===== src/design/tcb_map.svh =====
// Register offsets, field positions, reset values and timing counts
`ifndef TCB_MAP_SVH
`define TCB_MAP_SVH
`define TCB_OFF_CTRL      12'h000
`define TCB_OFF_PER_LO    12'h004
`define TCB_OFF_PER_HI    12'h008
`define TCB_OFF_TOG_LO    12'h00C
`define TCB_OFF_TOG_HI    12'h010
`define TCB_OFF_COUNT     12'h014
`define TCB_OFF_STATUS    12'h018
`define TCB_OFF_MASK      12'h01C
`define TCB_OFF_FILT      12'h020
`define TCB_CTRL_RUN      0
`define TCB_CTRL_SHADOW   1
`define TCB_CTRL_FSEL_LO  2
`define TCB_CTRL_LOWFREQ  4
`define TCB_ST_PMATCH     0
`define TCB_ST_TMATCH     1
`define TCB_ST_OVF        2
`define TCB_ST_EDGE       3
`define TCB_NUM_EV        4
`define TCB_CMP_RST       16'hFFFF
`define TCB_DIV_F01       9'd2
`define TCB_DIV_F10       9'd4
`define TCB_DIV_F11       9'd256
`define TCB_LF_DIV        2'd2
`define TCB_SAMPLES       2'd3
`endif


===== src/design/tcb_pkg.sv =====
// Types shared by the timer compare buffer and input filter
package tcb_pkg;
   typedef struct packed {
      logic [15:0] act;
      logic [15:0] shd;
   } tcb_cmp_s;
   typedef struct packed {
      logic        run;
      logic        shadow_enable;
      logic [1:0]  input_filter_select;
      logic        low_freq_mode;
   } tcb_ctrl_s;
   typedef struct packed {
      logic [7:0]  hold;
      tcb_cmp_s    per;
      tcb_cmp_s    tog;
      tcb_ctrl_s   ctrl;
      logic [15:0] count;
      logic [8:0]  div;
      logic [1:0]  lf_div;
      logic [1:0]  agree;
      logic        last_smp;
      logic        filt;
      logic [3:0]  status;
      logic [3:0]  mask;
      logic [31:0] prdata;
      logic        pslverr;
   } tcb_state_s;
endpackage : tcb_pkg


===== src/design/tcb_top.sv =====
// Compare write buffering, 16-bit counter and timer input noise filter
//
// Notes on behaviour
// RQ1 - Low-byte write goes to shared holding byte
// RQ2 - High-byte write commits high and held low
// RQ3 - Software writes low byte then high byte
// RQ4 - Shadow enable bit: 0 off, 1 on
// RQ5 - Shadow on, running: write fills shadow only
// RQ6 - Shadow on: match raises irq, loads shadow
// RQ7 - Shadow on: reads return shadow contents
// RQ8 - Shadow on, stopped: load shadow and active
// RQ9 - Shadow off: write takes effect at once
// RQ10 - Shadow off: value below count waits overflow
// RQ11 - Filter serves every mode using input pin
// RQ12 - Level changes after three equal samples
// RQ13 - Nonzero filter select runs regardless of run
// RQ14 - Software waits four intervals before starting
// RQ15 - Filter select writes ignored while running
// RQ16 - Low-freq: 11 every second tick, 01/10 block
// RQ17 - Intervals 2, 4 and 256 gear clocks
//
// Our own choices: the register addresses and the APB register port.
`timescale 1ns/1ps
`include "tcb_map.svh"
module tcb_top (
   // APB slave
   input  wire logic        pclk,
   input  wire logic        presetn,
   input  wire logic        psel,
   input  wire logic        penable,
   input  wire logic        pwrite,
   input  wire logic [11:0] paddr,
   input  wire logic [31:0] pwdata,
   output logic      [31:0] prdata,
   output logic             pready,
   output logic             pslverr,
   // Low-frequency clock tick, one pclk cycle wide
   input  wire logic        low_freq_clock,
   // Timer input pin
   input  wire logic        timer_input_pin,
   // Timer outputs
   output logic             filtered_input,
   output logic             timer_irq
);
   tcb_pkg::tcb_state_s s_r;
   tcb_pkg::tcb_state_s s_nxt;
   logic pin_meta_r;
   logic pin_sync_r;
   logic lf_meta_r;
   logic lf_sync_r;
   logic lf_prev_r;

   ////////////////////////////////////////////////////////////////////////
   // Input synchronisers
   always_ff @(posedge pclk or negedge presetn) begin
      if (!presetn) begin
         pin_meta_r <= 1'b0;
         pin_sync_r <= 1'b0;
         lf_meta_r  <= 1'b0;
         lf_sync_r  <= 1'b0;
         lf_prev_r  <= 1'b0;
      end else begin
         pin_meta_r <= timer_input_pin;
         pin_sync_r <= pin_meta_r;
         lf_meta_r  <= low_freq_clock;
         lf_sync_r  <= lf_meta_r;
         lf_prev_r  <= lf_sync_r;
      end
   end

   ////////////////////////////////////////////////////////////////////////
   // Next-state logic
   logic        wr;
   logic        rd;
   logic        setup;
   logic        smp_tick;
   logic        pin_block;
   logic        pin_val;
   logic        pmatch;
   logic        tmatch;
   logic        ovf;
   logic        edge_ev;
   logic [3:0]  ev;
   logic [15:0] wv;
   logic        lf_rise;
   logic [8:0]  div_lim;

   assign pready = 1'b1;
   assign wr = psel & penable & pwrite;
   assign setup = psel & ~penable;
   assign rd = setup & ~pwrite;
   assign lf_rise = lf_sync_r & ~lf_prev_r;

   always_comb begin
      s_nxt = s_r;
      ev = 4'h0;
      wv = {pwdata[7:0], s_r.hold};
      smp_tick = 1'b0;
      div_lim = `TCB_DIV_F11;
      pin_block = 1'b0;
      s_nxt.pslverr = 1'b0;
      s_nxt.prdata = 32'h0000_0000;

      // Counter with compare against the active values
      pmatch = s_r.ctrl.run && (s_r.count == s_r.per.act);
      tmatch = s_r.ctrl.run && (s_r.count == s_r.tog.act);
      ovf = s_r.ctrl.run && (s_r.count == 16'hFFFF) && !pmatch;
      if (s_r.ctrl.run) begin
         if (pmatch) begin
            s_nxt.count = 16'h0000;
         end else begin
            // Value below count: wraps via overflow first
            s_nxt.count = s_r.count + 16'h0001; // RQ10
         end
      end else begin
         s_nxt.count = 16'h0000;
      end
      if (pmatch && s_r.ctrl.shadow_enable) begin
         s_nxt.per.act = s_r.per.shd; // RQ6
         s_nxt.tog.act = s_r.tog.shd; // RQ6
      end

      // Noise filter sample clock
      if (s_r.ctrl.low_freq_mode) begin
         pin_block = (s_r.ctrl.input_filter_select == 2'b01) ||
                     (s_r.ctrl.input_filter_select == 2'b10); // RQ16
         if (lf_rise) begin
            s_nxt.lf_div = s_r.lf_div + 2'd1;
            if (s_r.lf_div == `TCB_LF_DIV - 2'd1) begin
               s_nxt.lf_div = 2'd0;
               smp_tick = 1'b1; // RQ16
            end
         end
      end else begin
         case (s_r.ctrl.input_filter_select)
            2'b01:   div_lim = `TCB_DIV_F01; // RQ17
            2'b10:   div_lim = `TCB_DIV_F10; // RQ17
            default: div_lim = `TCB_DIV_F11; // RQ17
         endcase
         s_nxt.div = s_r.div + 9'd1;
         if (s_r.div >= div_lim - 9'd1) begin
            s_nxt.div = 9'd0;
            smp_tick = 1'b1;
         end
      end

      // Filter runs whenever select is nonzero and the pin is not blocked, run bit aside
      pin_val = pin_block ? 1'b0 : pin_sync_r;
      if (s_r.ctrl.input_filter_select == 2'b00) begin // RQ13
         s_nxt.filt = pin_val; // RQ16
         s_nxt.agree = 2'd0;
      end else if (smp_tick && !pin_block) begin
         s_nxt.last_smp = pin_sync_r;
         if (pin_sync_r == s_r.filt) begin
            s_nxt.agree = 2'd0;
         end else if (pin_sync_r != s_r.last_smp) begin
            s_nxt.agree = 2'd1;
         end else if (s_r.agree == `TCB_SAMPLES - 2'd1) begin
            s_nxt.filt = pin_sync_r; // RQ12
            s_nxt.agree = 2'd0;
         end else begin
            s_nxt.agree = s_r.agree + 2'd1;
         end
      end
      edge_ev = s_nxt.filt != s_r.filt; // RQ11

      // APB writes
      if (wr) begin
         case (paddr)
            `TCB_OFF_CTRL: begin
               s_nxt.ctrl.run = pwdata[`TCB_CTRL_RUN];
               s_nxt.ctrl.shadow_enable = pwdata[`TCB_CTRL_SHADOW]; // RQ4
               s_nxt.ctrl.low_freq_mode = pwdata[`TCB_CTRL_LOWFREQ];
               if (!s_r.ctrl.run) begin
                  s_nxt.ctrl.input_filter_select =
                     pwdata[`TCB_CTRL_FSEL_LO +: 2]; // RQ15
               end
            end
            `TCB_OFF_PER_LO, `TCB_OFF_TOG_LO: begin
               s_nxt.hold = pwdata[7:0]; // RQ1
            end
            `TCB_OFF_PER_HI: begin
               s_nxt.per.shd = wv; // RQ2
               if (!(s_r.ctrl.shadow_enable && s_r.ctrl.run)) begin
                  s_nxt.per.act = wv; // RQ5 RQ8 RQ9
               end
            end
            `TCB_OFF_TOG_HI: begin
               s_nxt.tog.shd = wv; // RQ2
               if (!(s_r.ctrl.shadow_enable && s_r.ctrl.run)) begin
                  s_nxt.tog.act = wv; // RQ5 RQ8 RQ9
               end
            end
            `TCB_OFF_STATUS: s_nxt.status = s_r.status & ~pwdata[3:0];
            `TCB_OFF_MASK:   s_nxt.mask = pwdata[3:0];
            `TCB_OFF_COUNT, `TCB_OFF_FILT: ;
            default: ;
         endcase
      end

      // Decode in setup so that the error stands in the access phase
      if (setup) begin
         case (paddr)
            `TCB_OFF_CTRL, `TCB_OFF_PER_LO, `TCB_OFF_PER_HI,
            `TCB_OFF_TOG_LO, `TCB_OFF_TOG_HI, `TCB_OFF_COUNT,
            `TCB_OFF_STATUS, `TCB_OFF_MASK, `TCB_OFF_FILT: ;
            default: s_nxt.pslverr = 1'b1;
         endcase
      end

      // Event capture: set wins over write-one-to-clear
      ev[`TCB_ST_PMATCH] = pmatch; // RQ6
      ev[`TCB_ST_TMATCH] = tmatch;
      ev[`TCB_ST_OVF] = ovf;
      ev[`TCB_ST_EDGE] = edge_ev;
      s_nxt.status = s_nxt.status | ev;

      // APB reads, loaded in setup so data stands in the access phase
      if (rd) begin
         case (paddr)
            `TCB_OFF_CTRL: s_nxt.prdata = {27'h0, s_r.ctrl.low_freq_mode,
               s_r.ctrl.input_filter_select, s_r.ctrl.shadow_enable,
               s_r.ctrl.run};
            `TCB_OFF_PER_LO: s_nxt.prdata = {24'h0, s_r.per.shd[7:0]};
            `TCB_OFF_PER_HI: s_nxt.prdata = {24'h0, s_r.per.shd[15:8]};
            `TCB_OFF_TOG_LO: s_nxt.prdata = {24'h0, s_r.tog.shd[7:0]};
            `TCB_OFF_TOG_HI: s_nxt.prdata = {24'h0, s_r.tog.shd[15:8]}; // RQ7
            `TCB_OFF_COUNT:  s_nxt.prdata = {16'h0, s_r.count};
            `TCB_OFF_STATUS: s_nxt.prdata = {28'h0, s_r.status};
            `TCB_OFF_MASK:   s_nxt.prdata = {28'h0, s_r.mask};
            `TCB_OFF_FILT:   s_nxt.prdata = {31'h0, s_r.filt};
            default: ;
         endcase
      end
   end

   ////////////////////////////////////////////////////////////////////////
   // State register
   always_ff @(posedge pclk or negedge presetn) begin
      if (!presetn) begin
         s_r <= '{hold: 8'h00,
                  per: '{act: `TCB_CMP_RST, shd: `TCB_CMP_RST},
                  tog: '{act: `TCB_CMP_RST, shd: `TCB_CMP_RST},
                  ctrl: '{run: 1'b0, shadow_enable: 1'b0,
                          input_filter_select: 2'b00,
                          low_freq_mode: 1'b0},
                  count: 16'h0000, div: 9'd0, lf_div: 2'd0,
                  agree: 2'd0, last_smp: 1'b0, filt: 1'b0,
                  status: 4'h0, mask: 4'h0, prdata: 32'h0000_0000,
                  pslverr: 1'b0};
      end else begin
         s_r <= s_nxt;
      end
   end

   // Read data and error come from flops loaded in setup
   always_comb begin
      prdata = s_r.prdata;
      pslverr = s_r.pslverr;
   end
   assign filtered_input = s_r.filt;
   assign timer_irq = |(s_r.status & s_r.mask);
endmodule : tcb_top


===== config.mk =====
export PLATFORM = sky130hd
export DESIGN_NAME = tcb_top
export DESIGN_NICKNAME = d
export VERILOG_FILES = /design/src/design/tcb_pkg.sv /design/src/design/tcb_top.sv
export VERILOG_INCLUDE_DIRS = /design/src /design/src/design
export SDC_FILE = /design/constraint.sdc
export NUM_CORES = 1
export LEC_CHECK = 0
export BUFFER_PORTS_ARGS = -buffer_cell sky130_fd_sc_hd__clkbuf_2
export CAP_MARGIN = 20
export CORE_UTILIZATION = 58
export DETAILED_ROUTE_END_ITERATION = 7
export PLACE_DENSITY = 0.76
export SYNTH_ARGS = -nofsm -noshare
export SYNTH_HDL_FRONTEND = slang
export SYNTH_SLANG_ARGS = --single-unit
export TNS_END_PERCENT = 30

===== constraint.sdc =====
create_clock -name pclk -period 5.4 [get_ports pclk]
set_input_delay 0.27 -clock pclk [delete_from_list [all_inputs] [get_ports pclk]]
set_output_delay 0.27 -clock pclk [all_outputs]
set_load 0.03 [all_outputs]

## Word level (Yosys, flattened, before mapping)

Cells that the tools add are included.

- Bits of input ports: 51
- Output and inout port bits: 36
- Flip-flop bits (word level): 154
- Word-level logic and storage cells: 123

- Bitwise gates (word level): 14
- Multiplexer cells: 37
- Order comparisons: 1
- Reduce and logical (&&, ||, !) cells: 24
- Equal/unequal tests: 18
- $add $sub $neg: 5

Operators with widths:

| operator | count |
|---|---|
| 16-bit case mux with 9 select lines | 1 |
| 16-bit two-way mux | 7 |
| 69-bit two-way mux | 1 |
| 32-bit two-way mux | 2 |
| 12-bit by 5-bit equality test with 1-bit output, second input constant | 4 |
| 16-bit equality test | 2 |
| 12-bit by 4-bit equality test with 1-bit output, second input constant | 2 |
| 9-bit two-way mux | 2 |
| 9-bit case mux with 2 select lines | 1 |
| 16-bit by 1-bit adder with 16-bit output, second input constant | 1 |
| 16-bit equality test, second input constant | 1 |
| 2-bit AND reduction | 7 |
| 12-bit by 3-bit equality test with 1-bit output, second input constant | 1 |
| 12-bit by 6-bit equality test with 1-bit output, second input constant | 1 |
| 12-bit logical NOT | 1 |
| 1-bit two-way mux | 12 |
| 2-bit two-way mux | 6 |
| 4-bit two-way mux | 3 |
| 9-bit by 1-bit adder with 9-bit output, second input constant | 1 |
| 9-bit greater-or-equal comparator | 1 |
| 9-bit OR reduction | 1 |
| 9-bit by 1-bit subtractor with 9-bit output, second input constant | 1 |
| 4-bit bitwise AND | 2 |
| 8-bit two-way mux | 1 |
| 18 further kinds | 37 |

## Depth between registers and ports, before layout

Gate-level depths: netlist of run 1.

- Depth after elaboration: 12
- Depth in mapped cells: 9
- Gate-level depth less buffers: 9

## Least setup slack after synthesis of run 1

OpenSTA, ideal clock, no wires.

- Path kind: reg2reg
- Start: register s_r[73] in the netlist's numbering
- End: register s_r[42] in the netlist's numbering
- Required time: 5.275 ns
- Path buffers: 0
- Cell stages (with the launch flop): 10
- Data arrival time: 2.645 ns
- Slack: 2.630 ns
- Setup time: 0.125 ns
- Cells stage by stage: dfrtp_1 > inv_1 > ha_1 > ha_1 > a211oi_1 > a211oi_1 > a2111oi_2 > o32a_1 > nor2_1 > mux2_2

- Cells in the longest elaborated chain, start to end: 9

Ends and longest elaborated chain:

| element | RTL line | RTL |
|---|---|---|
| from (decl) | tcb_top.sv:45 | `tcb_pkg::tcb_state_s s_r;` |
| from (signal assigned) | tcb_top.sv:241 | `s_r <= '{hold: 8'h00,` |
| from (signal assigned) | tcb_top.sv:252 | `s_r <= s_nxt;` |
| 2-bit equality test / 2-bit by 1-bit equality test with 1-bit output (equally long branches) | tcb_top.sv:126, tcb_top.sv:135, tcb_top.sv:125 |  |
| 9-bit case mux with 2 select lines | tcb_top.sv:135 | `case (s_r.ctrl.input_filter_select)` |
| 9-bit two-way mux | tcb_top.sv:124 | `if (s_r.ctrl.low_freq_mode) begin` |
| 9-bit by 1-bit subtractor with 9-bit output | tcb_top.sv:141 | `if (s_r.div >= div_lim - 9'd1) begin` |
| 9-bit greater-or-equal comparator | tcb_top.sv:141 |  |
| 1-bit two-way mux | tcb_top.sv:141 |  |
| 1-bit two-way mux | tcb_top.sv:124 |  |
| 1-bit logical AND | tcb_top.sv:152 | `end else if (smp_tick && !pin_block) begin` |
| 2-bit AND reduction (no source line) (*) | -- |  |

Every way passes the cells marked *; elsewhere a longest branch is shown, timed or not. The select of a mux whose other input is x is not followed.
A chain may end at the register's enable or synchronous reset.

## Worst setup path in the final report of run 1

Ends and elaborated chain as after synthesis.

==> results.sh, run 1 <==
export IMPL_antenna_found_initial=0
export IMPL_hold_slack_ns=0.1117
export IMPL_critPathCaptureType="flop"
export IMPL_crit_path_max_fanout=8
export IMPL_fin_crit_ns=3.241
export IMPL_fmax_mhz=308.6
export IMPL_clock_latency_ns=0.43
export IMPL_cts_root_buf="clkbuf_16"
export IMPL_finalSetupViolations=0
export IMPL_cp_required_ns=5.72
export IMPL_internal_power_w=0.001847
export IMPL_syn2layout_area_growth_pct=11.39
export IMPL_wl_per_cell_um=20.75
export IMPL_rsz0062_at_grt="no"
export IMPL_totalWireLength_um=17590
export IMPL_ys_types=59
export IMPL_io_pins=87
export IMPL_cp_start_kind="flop"
export IMPL_cts_sinks=138
export IMPL_overflow=0
export IMPL_slew_headroom_pct=23.63
export IMPL_first_iter_violations=420
export IMPL_grt_pass1_vias=5242
export IMPL_arrival_ns=3.56
export IMPL_avgSynthCellArea_um2=10.75
export IMPL_comb_power_share_pct=6.5
export IMPL_criticalPathCategory="flop to flop"
export IMPL_clock_skew_ns=0.007656
export IMPL_cts_tree="yes"
export IMPL_r2r_cells=9
export IMPL_clk_path_buf_depth=2
export IMPL_start_util_pct=59.52
export IMPL_syn_inst=665
export IMPL_utilization_pct=66.30
export IMPL_antenna_cells=0
export IMPL_final_layout_size_suffix_gt1_share_pct=30.67
export IMPL_seq_area_frac_synth_pct=49.42
export IMPL_async_flop_share_pct=100.0
export IMPL_firstDrtPassIters=5
export IMPL_rows=40
export IMPL_netSwitchingFraction_pct=24.07
export IMPL_grt_max_degree=89
export IMPL_cts_made_buffers=17
export IMPL_gp_congestion=0.9322
export IMPL_pwr_share_seq_pct=45.1
export IMPL_hold_path_depth=3
export IMPL_worstReg2RegEnd="s_r[42]"
export IMPL_core_region_area_mm2=0.01201
export IMPL_clkPwrFrac_pct=48.4
export IMPL_startpoint="s_r[73]"
export IMPL_worst_slew_pin_slew_ns=1.137
export IMPL_antenna_left=0
export IMPL_fin_setup_tns_ns=0
export IMPL_r2r_start="s_r[73]"
export IMPL_hold_end="s_r[108]"
export IMPL_yosysWarnings=0
export IMPL_clk_pin_slew_ns=0.06
export IMPL_power_leakage_nw=3.430
export IMPL_synthFlopType="dfrtp_1"
export IMPL_ys_ff_latch=138
export IMPL_hold_viol=0
export IMPL_hold_path_class="input port to flop"
export IMPL_fp_dieH_um=113.0
export IMPL_status="completed"
export IMPL_reg2reg_slack_ns=2.16
export IMPL_min_from="pwdata[7]"
export IMPL_power_density_mw_per_mm2=305.5
export IMPL_vias=5332
export IMPL_grt_use_total_pct=29.83
export IMPL_p_switching_w=0.0005856
export IMPL_ir_drop_mv=0.2085
export IMPL_htreeDepth=4
export IMPL_fin_nets=750
export IMPL_drc_errors=0
export IMPL_synth_edf_count=0
export IMPL_hpwl_um=12050
export IMPL_die_w_um=113.0
export IMPL_slew_viol_final=0
export IMPL_dieArea_mm2=0.01277
export IMPL_place_port_buffers=45
export IMPL_drv_cap=0
export IMPL_vias_per_cell=6.288
export IMPL_finalCritPeriodShare_pct=60.01
export IMPL_synthesis_area_mm2=0.007149
export IMPL_grt_pass1_wl_um=28660
-- worst max path at each step --
stage | to | depth (start not counted)
final | s_r[42] | 9
after global routing | s_r[42] | 9
after CTS | s_r[42] | 9
after detailed placement | s_r[42] | 9
after global placement | s_r[42] | 9
after floorplan | s_r[42] | 9
-- cell type report --
type	count	area, µm²
Clock buffer	22	484.2
Multi-Input combinational cell	471	3284
Tap cell	147	183.9
Clock inverter	10	113.9
Inverter	5	18.77
Timing Repair Buffer	55	345.3
Fill cell	891	4048
Sequential cell	138	3533
-- sequential cells by signal, indices dropped and copies added, names as in the netlist --
name / flops
lf_prev_r: 1
pin_sync_r: 1
pslverr: 1
pin_meta_r: 1
lf_meta_r: 1
s_r: 115
lf_sync_r: 1
prdata: 16
filtered_input: 1
-- repair_timing --
item / 4_1_cts / 5_1_grt
setup endpoints to repair: 0 / 0
endpoints found under the hold margin: 29 / 0
gates resized for setup: 0 / 0
buffers inserted: 0 / 0
hold buffers: 3 / 0
-- power groups by stage --
stage               combinational, W  sequential, W  clock [W]
floorplan                   0.000103        0.00110          0
global placement            0.000144        0.00111          0
detailed placement          0.000154        0.00111          0
CTS                         0.000156        0.00110    0.00119
global route                0.000179        0.00110    0.00123
finish                      0.000159        0.00110    0.00118
-- synthesized netlist by cell type (11+ instances only) --
library cell | instances | share of area [%]
o211ai_1 | 16 | 1.7
xor2_1 | 18 | 2.2
buf_4 | 35 | 3.7
mux2i_1 | 12 | 1.7
dfrtp_1 | 74 | 26
dfstp_2 | 64 | 24
a221o_1 | 16 | 2.2
and3_1 | 21 | 1.8
nor2_1 | 47 | 2.5
and2_1 | 12 | 1.1
xnor2_1 | 33 | 4.0
ha_1 | 11 | 1.9
nand2_1 | 74 | 3.9
nand4_1 | 11 | 0.96
clkbuf_1 | 24 | 1.3
nand3_1 | 34 | 2.4
mux2_2 | 57 | 9.0
o21ai_0 | 12 | 0.84
-- cells in the final DEF, fill, tap and decap left out, drive strengths merged, types with 3 or more instances in the layout --
cell / instances
clkinv: 5
nand3: 34
conb: 17
xor2: 18
mux2: 57
clkbuf: 66
nand2: 75
o22ai: 4
nand4: 11
and2: 12
dfstp: 64
o21ai: 12
xnor2: 33
ha: 11
nor4: 7
a21oi: 10
dfrtp: 74
a22oi: 3
mux2i: 12
inv: 7
a221oi: 7
and3: 21
nor3: 8
or4: 4
o211ai: 16
buf: 8
nor2: 48
a221o: 16
dlygate4sd3: 3
nand2b: 4
-- worst max-delay path, cell delays in order, from the launching register on --
cell and delay (ns):
dfrtp_1 0.38, inv_1 0.07, ha_1 0.42, ha_1 0.34, a211oi_1 0.23, a211oi_1 0.13, a2111oi_2 0.75, o32a_1 0.45
nor2_1 0.09, mux2_2 0.28
-- kinds of logic after synthesis --
kind of cell / after synthesis / synth area share, %
and+or+nand+nor: 239 / 16.99
DFF: 138 / 49.42
AOI/OAI and AO/OA: 84 / 8.978
buffers and inverters: 71 / 5.670
muxes: 69 / 10.66
xor gates and xnor gates: 51 / 6.248
adders and majority gates: 11 / 1.925
other: 2 / 0.1050
-- layer usage --
| metal | up-vias | routed length, µm | GRT usage [%] |
|---|---|---|---|
| met5 | - | 0 | 0 |
| met2 | 293 | 8258 | 45.85 |
| li1 | 2373 | - | - |
| met1 | 2624 | 7352 | 40.20 |
| met3 | 42 | 1469 | 8.409 |
| met4 | 0 | 514 | 11.75 |
-- through the flow --
step	instance area (µm²)	total power (W)	worst slack, ns	cells
2_1_floorplan	7206	0.001206	2.630	680
3_3_place_gp	7282	0.001254	2.277	810
3_5_place_dp	7282	0.001266	2.197	810
4_1_cts	7910	0.002439	2.158	845
5_1_grt	7964	0.002514	1.863	848
6_report	7964	0.002433	2.159	848
Note: power is estimated with default switching activity, not from simulation.
==> run 2: changes to the inputs <==
--- a/config.mk
+++ b/config.mk
@@ -6,11 +6,12 @@
 export SDC_FILE = /design/constraint.sdc
 export NUM_CORES = 1
 export LEC_CHECK = 0
+export ABC_AREA = 1
 export BUFFER_PORTS_ARGS = -buffer_cell sky130_fd_sc_hd__clkbuf_2
 export CAP_MARGIN = 20
 export CORE_UTILIZATION = 58
 export DETAILED_ROUTE_END_ITERATION = 7
-export PLACE_DENSITY = 0.76
+export PLACE_DENSITY = 0.75
 export SYNTH_ARGS = -nofsm -noshare
 export SYNTH_HDL_FRONTEND = slang
 export SYNTH_SLANG_ARGS = --single-unit
==> constraint.sdc (replaced) <==
create_clock -name pclk -period 3.4 [get_ports pclk]
set_input_delay 0.17 -clock pclk [delete_from_list [all_inputs] [get_ports pclk]]
set_output_delay 0.17 -clock pclk [all_outputs]
set_load 0.03 [all_outputs]
==> results.sh, run 2 <==
export IMPL_antenna_left=0
export IMPL_netSwitchingFraction_pct=24.24
export IMPL_pwr_share_seq_pct=44.1
export IMPL_synthesis_area_mm2=0.008069
export IMPL_arrival_ns=2.80
export IMPL_vias=7064
export IMPL_internal_power_w=0.002998
export IMPL_register_area_mm2=0.003533
export IMPL_post_cts_resized=0
export IMPL_comb_power_share_pct=7.1
export IMPL_yosysWarnings=0
export IMPL_power_density_mw_per_mm2=446.8
export IMPL_place_port_buffers=45
export IMPL_synthFlopType="dfrtp_1"
export IMPL_htreeDepth=4
export IMPL_seq_area_frac_synth_pct=43.79
export IMPL_slew_viol_final=0
export IMPL_yosys_top_cells_count="nand2_1, inv_1, dfrtp_1"
export IMPL_rsz0062_at_grt="no"
export IMPL_ys_top_cells_by_area="dfrtp_1, dfstp_2, nand2_1"
export IMPL_cp_required_ns=3.70
export IMPL_clk_path_buf_depth=2
export IMPL_final_common_cell="nand2_1"
export IMPL_cp_start_kind="flop"
export IMPL_clock_skew_ns=0.008958
export IMPL_synth_edf_count=0
export IMPL_grt_use_total_pct=32.10
export IMPL_clock_latency_ns=0.43
export IMPL_hold_path_class="input port to flop"
export IMPL_largest_reg_flops=115
export IMPL_firstDrtPassIters=6
export IMPL_antenna_found_initial=0
export IMPL_rows=42
export IMPL_hpwl_um=15240
export IMPL_wl_per_cell_um=17.49
export IMPL_first_iter_violations=961
export IMPL_async_flop_share_pct=100.0
export IMPL_startpoint="s_r[73]"
export IMPL_die_w_um=120.0
export IMPL_ir_drop_mv=0.4017
export IMPL_n_fill_cell=1171
export IMPL_grt_max_degree=110
export IMPL_fin_setup_tns_ns=0
export IMPL_drv_cap=0
export IMPL_cts_made_buffers=17
export IMPL_vias_per_cell=5.651
export IMPL_avgSynthCellArea_um2=7.804
export IMPL_gp_congestion=0.9495
export IMPL_cts_root_buf="clkbuf_16"
export IMPL_ys_types=43
export IMPL_criticalPathCategory="flop to flop"
export IMPL_io_pins=87
export IMPL_critPathCaptureType="flop"
export IMPL_syn2layout_area_growth_pct=9.785
export IMPL_syn_inst=1034
export IMPL_post_place_ws_ns=0.9169
export IMPL_clkPwrFrac_pct=48.8
export IMPL_core_region_area_mm2=0.01340
export IMPL_finalSetupViolations=0
export IMPL_layout_setup_ws_ns=0.8997
export IMPL_fin_crit_ns=2.500
export IMPL_power_leakage_nw=4.576
export IMPL_overflow=0
export IMPL_synth_top_area_cell="dfrtp_1"
export IMPL_worst_slew_pin_slew_ns=0.9866
export IMPL_multiInputGateArea_mm2=0.003537
export IMPL_final_cell_mix="nand2_1, inv_1, dfrtp_1"
export IMPL_r2r_start="s_r[73]"
export IMPL_top_register="s_r"
export IMPL_hold_viol=0
export IMPL_ys_ff_latch=138
export IMPL_totalWireLength_um=21870
export IMPL_min_from="pwdata[5]"
export IMPL_clk_pin_slew_ns=0.06
export IMPL_synth_most_common_cell="nand2_1"
export IMPL_status="completed"
export IMPL_fp_dieH_um=120.0
export IMPL_fin_nets=1123
export IMPL_p_switching_w=0.0009595
export IMPL_cts_sinks=138
export IMPL_fmax_mhz=400.0
export IMPL_dieArea_mm2=0.01439
export IMPL_grt_pass1_vias=6740
export IMPL_crit_path_max_fanout=8
export IMPL_cts_tree="yes"
export IMPL_antenna_cells=0
export IMPL_slew_headroom_pct=34.22
export IMPL_cts_setup_buffers=0
export IMPL_start_util_pct=60.21
export IMPL_final_layout_size_suffix_gt1_share_pct=21.60
export IMPL_drc_errors=0
export IMPL_finalCritPeriodShare_pct=73.54
export IMPL_synth_top_area_share_pct=22.95
export IMPL_grt_pass1_wl_um=35020
[run 2: stage by stage]
step | hold WS, ns | cell area, µm² | cells | power, W | util [%]
6_report | 0.01038 | 8859 | 1250 | 0.003958 | 66.11
5_1_grt | 0.01713 | 8859 | 1250 | 0.004079 | 66.11
4_1_cts | 0.005509 | 8859 | 1250 | 0.003961 | 66.11
3_5_place_dp | 0.2800 | 8167 | 1211 | 0.002043 | 60.94
3_3_place_gp | 0.2785 | 8167 | 1211 | 0.002034 | 60.94
2_1_floorplan | -0.1256 | 8125 | 1049 | 0.001952 | -
[run 2: worst max-delay path, cell delays in order (launching register included)]
cell	delay, ns
dfrtp_1	0.41
inv_1	0.06
ha_1	0.41
ha_1	0.22
or2_2	0.26
a21oi_1	0.14
nand3_1	0.14
nand2_1	0.26
nand2_1	0.15
nand3_1	0.14
nand2_1	0.07
nand2_1	0.05
nand3_1	0.07
[run 2: worst paths after layout]
| check | end | slack (ns) | cells after the start |
|---|---|---|---|
| max | s_r[40] | 0.90 | 12 |
| min | s_r[138] | 0.01 | 3 |
| min in group asynchronous | prdata[3] | 0.43 | 2 |
| max in group asynchronous | s_r[122] | 1.97 | 3 |
| min reg2reg | pin_sync_r | 0.35 | 0 |
| max reg2reg | s_r[40] | 0.90 | 12 |
[run 2: cells by family after synthesis]
| logic type | Yosys count | synth area share [%] |
|---|---|---|
| AO/OA/AOI/OAI | 99 | 6.854 |
| flip-flops | 138 | 43.79 |
| adder cells (fa/ha/maj) | 11 | 1.706 |
| other | 2 | 0.09307 |
| buffers and inverters | 221 | 13.07 |
| AND/OR/NAND/NOR | 546 | 32.61 |
| multiplexers | 1 | 0.1395 |
| XOR/XNOR | 16 | 1.737 |
[run 2: per-layer routing]
| layer | wire length [µm] | part of all wire [%] | vias up | global-route usage (%) |
|---|---|---|---|---|
| met4 | 738 | 3.4 | 0 | 12.50 |
| met3 | 1778 | 8.1 | 61 | 7.034 |
| met5 | 0 | 0 | - | 0 |
| met1 | 9355 | 43 | 3347 | 42.85 |
| met2 | 9994 | 46 | 337 | 50.79 |
| li1 | - | - | 3319 | - |
[run 2: power by group through the flow]
stage | logic [W] | registers, W | clock network [W]
finish | 0.000283 | 0.00175 | 0.00193
global route | 0.000328 | 0.00175 | 0.00200
CTS | 0.000284 | 0.00174 | 0.00193
detailed placement | 0.000273 | 0.00177 | 0
global placement | 0.000266 | 0.00177 | 0
floorplan | 0.000193 | 0.00176 | 0
[run 2: what timing repair did]
item | CTS | global route
endpoints found under the setup margin | 0 | 0
hold endpoints to repair | 70 | 0
hold buffers | 7 | 0
[run 2: layout make-up]
| cell class | count | share of cell area, % |
|---|---|---|
| repair buffers | 61 | 4.167 |
| clock buffers | 24 | 5.805 |
| flip-flops and latches | 138 | 39.89 |
| well taps | 176 | 2.486 |
| inverters | 153 | 6.511 |
| clock inverters | 8 | 1.215 |
| multi-input cells | 690 | 39.93 |
